==> config.mk <==
export PLATFORM = sky130hd
export DESIGN_NAME = apmc_ctrl
export DESIGN_NICKNAME = d
export VERILOG_FILES = /design/src/pkg/apmc_pkg.sv /design/src/apmc_ctrl.sv
export VERILOG_INCLUDE_DIRS = /design/src /design/src/pkg
export SDC_FILE = /design/constraint.sdc
export NUM_CORES = 1
export LEC_CHECK = 0
export BUFFER_PORTS_ARGS = -buffer_cell sky130_fd_sc_hd__buf_2
export CAP_MARGIN = 10
export CORE_UTILIZATION = 64
export CTS_BUF_LIST = sky130_fd_sc_hd__clkbuf_8
export CTS_CLUSTER_SIZE = 40
export DETAILED_ROUTE_END_ITERATION = 6
export PLACE_DENSITY = 0.91
export SLEW_MARGIN = 20
export SYNTH_ARGS = -nofsm -noshare
export SYNTH_HDL_FRONTEND = slang
export SYNTH_SLANG_ARGS = --single-unit
==> constraint.sdc <==
create_clock -name ref_clk -period 3.4 [get_ports ref_clk]
set_input_delay 0.51 -clock ref_clk [delete_from_list [all_inputs] [get_ports ref_clk]]
set_output_delay 0.51 -clock ref_clk [all_outputs]
set_load 0.005 [all_outputs]
==> src/pkg/apmc_map.svh <==
// register-map constants for the adc power mode control block
`ifndef APMC_MAP_SVH
`define APMC_MAP_SVH
`define APMC_PM_LOW_POS      0
`define APMC_PM_HIGH_POS     1
`define APMC_PM_NORMAL       2'h0
`define APMC_PM_AUTO_SHUT    2'h1
`define APMC_PM_AUTO_STBY    2'h2
`define APMC_PM_FULL_SHUT    2'h3
`define APMC_CTRL_RESET      12'h000
`define APMC_PWRUP_TIME_US   10000
`define APMC_CLK_MHZ         25
`endif

==> src/pkg/apmc_pkg.sv <==
// types shared by the adc power mode control block
package apmc_pkg;
    typedef enum logic [3:0] {
        APMC_NORMAL    = 4'b0001,
        APMC_AUTO_SHUT = 4'b0010,
        APMC_AUTO_STBY = 4'b0100,
        APMC_FULL_SHUT = 4'b1000
    } apmc_mode_t;

    typedef struct packed {
        logic        cs_n;
        logic        wr_n;
        logic [11:0] data;
    } apmc_bus_t;

    typedef struct packed {
        logic        powered_down;
        logic        hold;
        logic        power_up_busy;
        logic        power_up_done;
    } apmc_stat_t;
endpackage : apmc_pkg

==> src/apmc_ctrl.sv <==
// power mode control: control register capture, full shutdown and power-up timing
// Overview of operation
// - write with both mode bits one powers everything down at write strobe rise
// - full shutdown forces track-and-hold into hold for its whole duration
// - control register contents are kept unchanged during full shutdown except by an accepted write, repeat shutdown writes included
// - full shutdown persists until a later write changes the mode bits
// - write of both mode bits zero in shutdown starts power-up, returns to track
// - mode decode: 00 normal, 01 autoshutdown, 10 autostandby; normal after reset
// - control data latched on write strobe rising edge if chip select was active during the strobe low phase
`timescale 1ns/1ps
`include "apmc_map.svh"
module apmc_ctrl
    import apmc_pkg::*;
#(
    parameter int PWRUP_CYCLES = (`APMC_PWRUP_TIME_US * `APMC_CLK_MHZ)
) (
    input  wire logic        ref_clk,
    input  wire logic        reset_n,
    input  wire logic        chip_select_n,
    input  wire logic        write_n,
    input  wire logic [11:0] data_in,
    input  wire logic        conversion_start_n,
    output logic [11:0]      ctrl_reg,
    output apmc_mode_t       power_mode,
    output logic             powered_down,
    output logic             track_hold_in_hold,
    output logic             power_up_busy,
    output logic             early_conversion
);

    // ************************************************************
    // state
    // ************************************************************
    typedef struct packed {
        logic [2:0]  cs_sync;
        logic [2:0]  wr_sync;
        logic [2:0]  cv_sync;
        logic        strobe_ok;     // cs was active while strobe low
        logic [11:0] ctrl;
        apmc_mode_t  mode;
        logic        down;
        logic        hold;
        logic        busy;
        logic [31:0] cnt;
        logic        early;
    } apmc_state_t;

    apmc_state_t st_ff;
    apmc_state_t nxt_st;

    logic       wr_rise;
    logic       cv_fall;
    logic [1:0] new_pm;
    logic [1:0] pm_in;      // mode bits as they stand on the data pins, read by the checks

    // ************************************************************
    // next-state logic
    // ************************************************************
    always_comb begin
        nxt_st = st_ff;
        // three-stage sync; edges judged only on stages two and three
        nxt_st.cs_sync = {st_ff.cs_sync[1:0], chip_select_n};
        nxt_st.wr_sync = {st_ff.wr_sync[1:0], write_n};
        nxt_st.cv_sync = {st_ff.cv_sync[1:0], conversion_start_n};
        wr_rise = st_ff.wr_sync[2] == 1'b0 && st_ff.wr_sync[1] == 1'b1;
        cv_fall = st_ff.cv_sync[2] == 1'b1 && st_ff.cv_sync[1] == 1'b0;
        new_pm  = {st_ff.ctrl[`APMC_PM_HIGH_POS], st_ff.ctrl[`APMC_PM_LOW_POS]};
        // chip select qualifies the low phase; both late stages must agree before it counts
        if (st_ff.wr_sync[2:1] == 2'b00 && st_ff.cs_sync[2:1] == 2'b00) begin
            nxt_st.strobe_ok = 1'b1;
        end else if (wr_rise) begin
            nxt_st.strobe_ok = 1'b0;
        end
        // power-up timer runs down after leaving full shutdown
        if (st_ff.busy) begin
            if (st_ff.cnt <= 32'h1) begin
                nxt_st.busy = 1'b0;
                nxt_st.cnt  = 32'h0;
            end else begin
                nxt_st.cnt = st_ff.cnt - 32'h1;
            end
        end
        // conversion started too soon: data will be invalid (flagged only)
        nxt_st.early = cv_fall && st_ff.busy;
        if (wr_rise && st_ff.strobe_ok) begin
            nxt_st.ctrl = data_in;
            new_pm = {data_in[`APMC_PM_HIGH_POS], data_in[`APMC_PM_LOW_POS]};
            unique case (new_pm)
                `APMC_PM_NORMAL:    nxt_st.mode = APMC_NORMAL;
                `APMC_PM_AUTO_SHUT: nxt_st.mode = APMC_AUTO_SHUT;
                `APMC_PM_AUTO_STBY: nxt_st.mode = APMC_AUTO_STBY;
                `APMC_PM_FULL_SHUT: nxt_st.mode = APMC_FULL_SHUT;
            endcase
            if (new_pm == `APMC_PM_FULL_SHUT) begin
                // any shutdown write, repeat or not, clears the power-up timer and goes or stays down
                nxt_st.down = 1'b1;
                nxt_st.hold = 1'b1;
                nxt_st.busy = 1'b0;
                nxt_st.cnt  = 32'h0;
            end else if (st_ff.down) begin
                // any other mode ends shutdown; power-up timed from this edge
                nxt_st.down = 1'b0;
                nxt_st.hold = 1'b0;
                nxt_st.busy = 1'b1;
                nxt_st.cnt  = 32'(PWRUP_CYCLES);
            end
        end
    end

    // ************************************************************
    // registers
    // ************************************************************
    always_ff @(posedge ref_clk) begin
        if (!reset_n) begin
            st_ff         <= '0;
            st_ff.cs_sync <= 3'h7;
            st_ff.wr_sync <= 3'h7;
            st_ff.cv_sync <= 3'h7;
            st_ff.ctrl    <= `APMC_CTRL_RESET;
            st_ff.mode    <= APMC_NORMAL;
            st_ff.hold    <= 1'b1;        // hold after power-on until a wake from full shutdown
        end else begin
            st_ff <= nxt_st;
        end
    end

    // outputs straight from flops; ctrl changes in shutdown only on an accepted write
    assign ctrl_reg           = st_ff.ctrl;
    assign power_mode         = st_ff.mode;
    assign powered_down       = st_ff.down;
    assign track_hold_in_hold = st_ff.hold;
    assign power_up_busy      = st_ff.busy;
    assign early_conversion   = st_ff.early;

    // mode field of the incoming word, named once so the checks share one decode
    assign pm_in = {data_in[`APMC_PM_HIGH_POS], data_in[`APMC_PM_LOW_POS]};
endmodule : apmc_ctrl

# Word-level counts from Yosys, hierarchy flattened

Cells that the tools add are included.

Output and inout port bits: 20
Flip-flop bits (word level): 62
Input bits: 17
Logic and storage cells: 38

Add/subtract/negate cells: 1
Reductions and logical operators: 11
Mux-type cells: 9
Magnitude comparators: 1
Bitwise gates (word level): 2
Equal/unequal tests: 3

Operators by type and width:

| cell                                                                   | number |
|---|---|
| 33-bit 2-to-1 mux                                                      | 2 |
| 35-bit 2-to-1 mux                                                      | 1 |
| 34-bit 2-to-1 mux                                                      | 1 |
| 32-bit by 1-bit <= comparator with 1-bit output, second input constant | 1 |
| 32-bit 2-to-1 mux                                                      | 1 |
| 32-bit by 1-bit subtractor with 32-bit output, second input constant   | 1 |
| 4-bit one-hot mux with 4 select lines                                  | 1 |
| 2-bit logical NOT                                                      | 3 |
| 1-bit logical AND                                                      | 5 |
| 2-bit equality test, second input constant                             | 2 |
| 2-bit nonzero test                                                     | 2 |
| 1-bit 2-to-1 mux                                                       | 3 |
| 2-bit by 1-bit equality test with 1-bit output, second input constant  | 1 |
| 1-bit inverter                                                         | 2 |
| 2-bit AND reduction                                                    | 1 |

# Depth between registers and ports, before layout

Depth after elaboration: 6
Gate-level depth with buffers: 8
Depth with buffers taken out: 7

# Worst setup path after synthesis

Ideal clock, no wire load.

Path type: register to register
Start: register st_ff[6] (netlist name)
End: register st_ff[19] (netlist name)
Data arrival time: 1.813 ns
Buffers on the path: 1
Path slack: 1.473 ns
Stages on the path, launching flop included: 7
Setup time: 0.115 ns
Cell sequence: dfxtp_1 or3_1 buf_6 or3_4 or4_4 xor2_1 nor2_2

Cells in the longest elaborated chain, start to end: 6
Elaborated cells on any way between the ends: 7
Those cells by class: 1 x add/sub; 1 x order compare; 5 x mux

RTL lines:

| element                                                                                                          | RTL line                         | RTL |
|---|---|---|
| start: declaration                                                                                               | apmc_ctrl.sv:48                  | `apmc_state_t st_ff;` |
| start signal: assignment                                                                                         | apmc_ctrl.sv:123                 | `st_ff <= nxt_st;` |
| 32-bit by 1-bit subtractor with 32-bit output or 32-bit by 1-bit <= comparator with 1-bit output (tied branches) | apmc_ctrl.sv:80, apmc_ctrl.sv:76 |  |
| 32-bit 2-to-1 mux *                                                                                              | apmc_ctrl.sv:76                  | `if (st_ff.cnt <= 32'h1) begin` |
| 33-bit 2-to-1 mux *                                                                                              | apmc_ctrl.sv:75                  | `if (st_ff.busy) begin` |
| 34-bit 2-to-1 mux                                                                                                | apmc_ctrl.sv:100                 | `end else if (st_ff.down) begin` |
| 35-bit 2-to-1 mux                                                                                                | apmc_ctrl.sv:94                  | `` if (new_pm == `APMC_PM_FULL_SHUT) begin `` |
| 33-bit 2-to-1 mux *                                                                                              | apmc_ctrl.sv:85                  | `if (wr_rise && st_ff.strobe_ok) begin` |

Mark *: on every way between the ends. The rest lies on a longest branch, timed or not. The select of a mux whose other input is x is not followed.
A chain may end at the register's enable or synchronous reset.

# Worst setup path after layout

Start: register st_ff[10] (netlist name)
End: register st_ff[21] (netlist name)

Same word-level chain as after synthesis.

==> impl_metrics.csv <==
group,metric,value,unit
timing,postLayoutSetupSlackWorst,907.6,ps
clock_network,cts_buffers,9,
synthesis,syn-num-nets,325,
worst_setup_path,crit_arrival,2690,ps
clock_network,clk_latency,340,ps
floorplan,rows,23,
run_status,outcome,"complete, no violations",
timing,relSlewSlack,0.3349,
power,pwr-share-comb,0.021,
clock_network,cts_sinks,61,
detailed_routing,ant_nets,0,
detailed_routing,viasPerCell,5.522,
cells_and_area,n_fill_cell,290,
clock_network,cts_root_buf,"clkbuf_8",
power,ir_drop,439.7,uV
global_route,gr-total-overflow,0,
power,clkPwrFrac,0.495,
power,powerDensity,491.4,nW/um2
detailed_routing,wl_per_cell,13.55,um
global_route,grt_use_met2,0.4488,
timing,finalHoldViolCount,0,
power,seqPwrFrac,0.484,
global_route,grt_pass1_vias,2043,
min_path,min_path_type,"in2reg",
global_route,grt_pass1_wl,8.562,mm
cells_and_area,largest_reg_flops,36,
detailed_routing,drc,0,
floorplan,start_util,0.6719,
worst_setup_path,critPathKind,"reg2reg",
synthesis,yosysSeqAreaShare,0.4479,
cells_and_area,final_cell_count_no_fill,381,
timing,rsz0062_at_grt,"no",
place,dpl.cell_count,365,
timing,worstMarginPinSlew,990.0,ps
synthesis,synth_edf_count,0,
worst_setup_path,crit_required,3600,ps
clock_network,holdBufCountCts,0,
synthesis,syn_inst,306,
power,swShare,0.2029,
floorplan,ioPinCount,37,
min_path,whs_path_depth,2,
synthesis,syn_avg_cell_area,8.910,um2
global_route,grt_start_max_net_pins,28,
synthesis,ys_ff_latch,61,
power,intPower,1.186,mW
cells_and_area,layout-drive-gt1-share,0.2085,
floorplan,die_width,67.27,um
clock_network,h-tree-depth,3,
timing,period_share,0.7331,
clock_network,cts_tree,"built",
place,gp_congestion,0.8367,
synthesis,yosys_warnings,0,
clock_network,cts_setup_buffers,0,
worst_setup_path,r2r.worst_path.cells,5,
synthesis,ys_types,46,
cells_and_area,finish.instance_area,3028,um2
global_route,grt_use_met3,0.1216,
global_route,grt_util_met1,0.2679,
timing,finalClockSkew,5.910,ps
synthesis,syn_area,2726,um2
worst_setup_path,crit_path_start_kind,"register",
clock_network,cts_buffer_depth,2,
power,p_switching,0.3018,mW
floorplan,die_y,67.27,um
global_route,track_usage,0.2596,
run,cap_viol_max_count,0,
cells_and_area,diodes,0,
place,postPlaceCellArea,2794,um2
cells_and_area,finalNetCount,345,
global_route,grt_busiest_layer,"met2",
synthesis,synth_flop_cell,"dfxtp_1",
floorplan,core,4058,um2
cells_and_area,area_growth,11.06,%
place,pre_cts_slack,994.3,ps
detailed_routing,wl,5.162,mm
clock_network,path_clk_slew,70,ps
synthesis,ys_async_sr_fraction,0,
timing,finalMaxSlewViolations,0,
timing,clock.fmax,0.4012,GHz
timing,finalSetupViolCount,0,
detailed_routing,detailedRoute.firstPassIterationCount,4,
power,leakage,1.204,nW
detailed_routing,vias,2104,
global_route,antenna_found_initial,0,
clock_network,cts.repair.resized,0,
timing,post-route-min-period,2492,ps
place,place_hpwl,3.453,mm
place,portBuffers,36,
worst_setup_path,endpoint_kind,"register",
floorplan,fp.dieArea,4525,um2
worst_setup_path,crit_fanout,24,
detailed_routing,dr.first_iter.drc_count,82,
timing,tns,0,ps
-- layer usage --
layer / wire, um / share of wire
met1: 2254 / 0.44
met2: 2484 / 0.48
met3: 330 / 0.064
met4: 93 / 0.018
met5: 0 / 0
-- worst paths after layout --
check	from	slack [ps]	end
setup / recovery	st_ff[10]	910	st_ff[21]
hold / removal	conversion_start_n	340	nxt_st[54]
setup reg to reg	st_ff[10]	910	st_ff[21]
hold reg to reg	nxt_st[54]	410	nxt_st[55]
-- cell families after synthesis --
group / Yosys count / synth area share
AO/OA/AOI/OAI: 40 / 0.1037
XOR/XNOR: 25 / 0.08031
adder cells (fa/ha/maj): 2 / 0.009177
buffers and inverters: 36 / 0.08077
flip-flops: 61 / 0.4479
AND/OR/NAND/NOR: 142 / 0.2781
-- power by group through the flow --
stage | registers [mW] | logic (mW) | clock network, mW
3_3_place_gp | 0.736 | 0.0293 | 0
6_report | 0.720 | 0.0307 | 0.737
2_1_floorplan | 0.736 | 0.0179 | 0
3_5_place_dp | 0.736 | 0.0303 | 0
4_1_cts | 0.720 | 0.0305 | 0.751
5_1_grt | 0.720 | 0.0334 | 0.779
-- metrics by stage --
step | util | power, mW | hold WS (ps)
after detailed placement | 0.6886 | 0.7665 | 392.1
after floorplan | - | 0.7536 | 386.3
after global routing | 0.7462 | 1.532 | 328.9
final | 0.7462 | 1.488 | 343.5
after CTS | 0.7462 | 1.501 | 328.4
after global placement | 0.6886 | 0.7652 | 387.7
-- Yosys cell counts (2+ instances only) --
cell / number / share of area
dfxtp_1: 61 / 0.45
nand2_1: 37 / 0.051
nor2_1: 35 / 0.048
xor2_1: 20 / 0.064
buf_4: 16 / 0.044
a21boi_0: 15 / 0.041
nand2b_1: 10 / 0.023
clkbuf_1: 9 / 0.012
nand4_1: 9 / 0.021
nor4_1: 8 / 0.018
a21oi_1: 7 / 0.013
nand3_1: 7 / 0.013
inv_1: 6 / 0.0083
nand3b_1: 6 / 0.017
nor3_1: 6 / 0.011
a31oi_1: 5 / 0.011
xnor2_1: 5 / 0.016
o21ai_0: 4 / 0.0073
and2_1: 3 / 0.0069
buf_6: 3 / 0.012
and3_1: 2 / 0.0046
buf_2: 2 / 0.0037
ha_1: 2 / 0.0092
nand4b_1: 2 / 0.0064
nor3b_1: 2 / 0.0055
or2_2: 2 / 0.0046
or3_1: 2 / 0.0046
or4_4: 2 / 0.0083
-- critical path: stages (launching register included) --
cell and delay (ps):
dfxtp_1 340, nor4_2 450, and3_1 560, nand4_2 290, o21ai_4 590, nor2_1 120
-- placed cells by master, fill, tap and decap left out, types with 2 or more instances in the layout --
cell type,instances
a31oi_1,5
nand3b_1,6
o21ai_0,4
inv_1,6
bufinv_16,2
a21oi_1,7
xnor2_1,5
xor2_1,20
nor4_1,8
or4_4,2
nand2_1,37
ha_1,2
nand4b_1,2
nand2b_1,10
nor3b_1,2
nor2_1,35
nand4_1,9
clkinv_4,2
buf_4,3
nor3_1,6
or2_2,2
and3_1,2
nand3_1,7
clkbuf_8,11
buf_2,36
a21boi_0,15
or3_1,2
dfxtp_1,61
and2_1,3
-- cell type report --
type,instances,area (um2),share of cell area
timing repair buffer,39,202.7,0.06694
sequential,61,1221,0.4033
multi-input combinational,209,1285,0.4244
clock buffer,11,151.4,0.05000
clock inverter,5,82.58,0.02727
inverter,6,22.52,0.007438
tap,50,62.56,0.02066
Power figures use the tool's default switching activity.
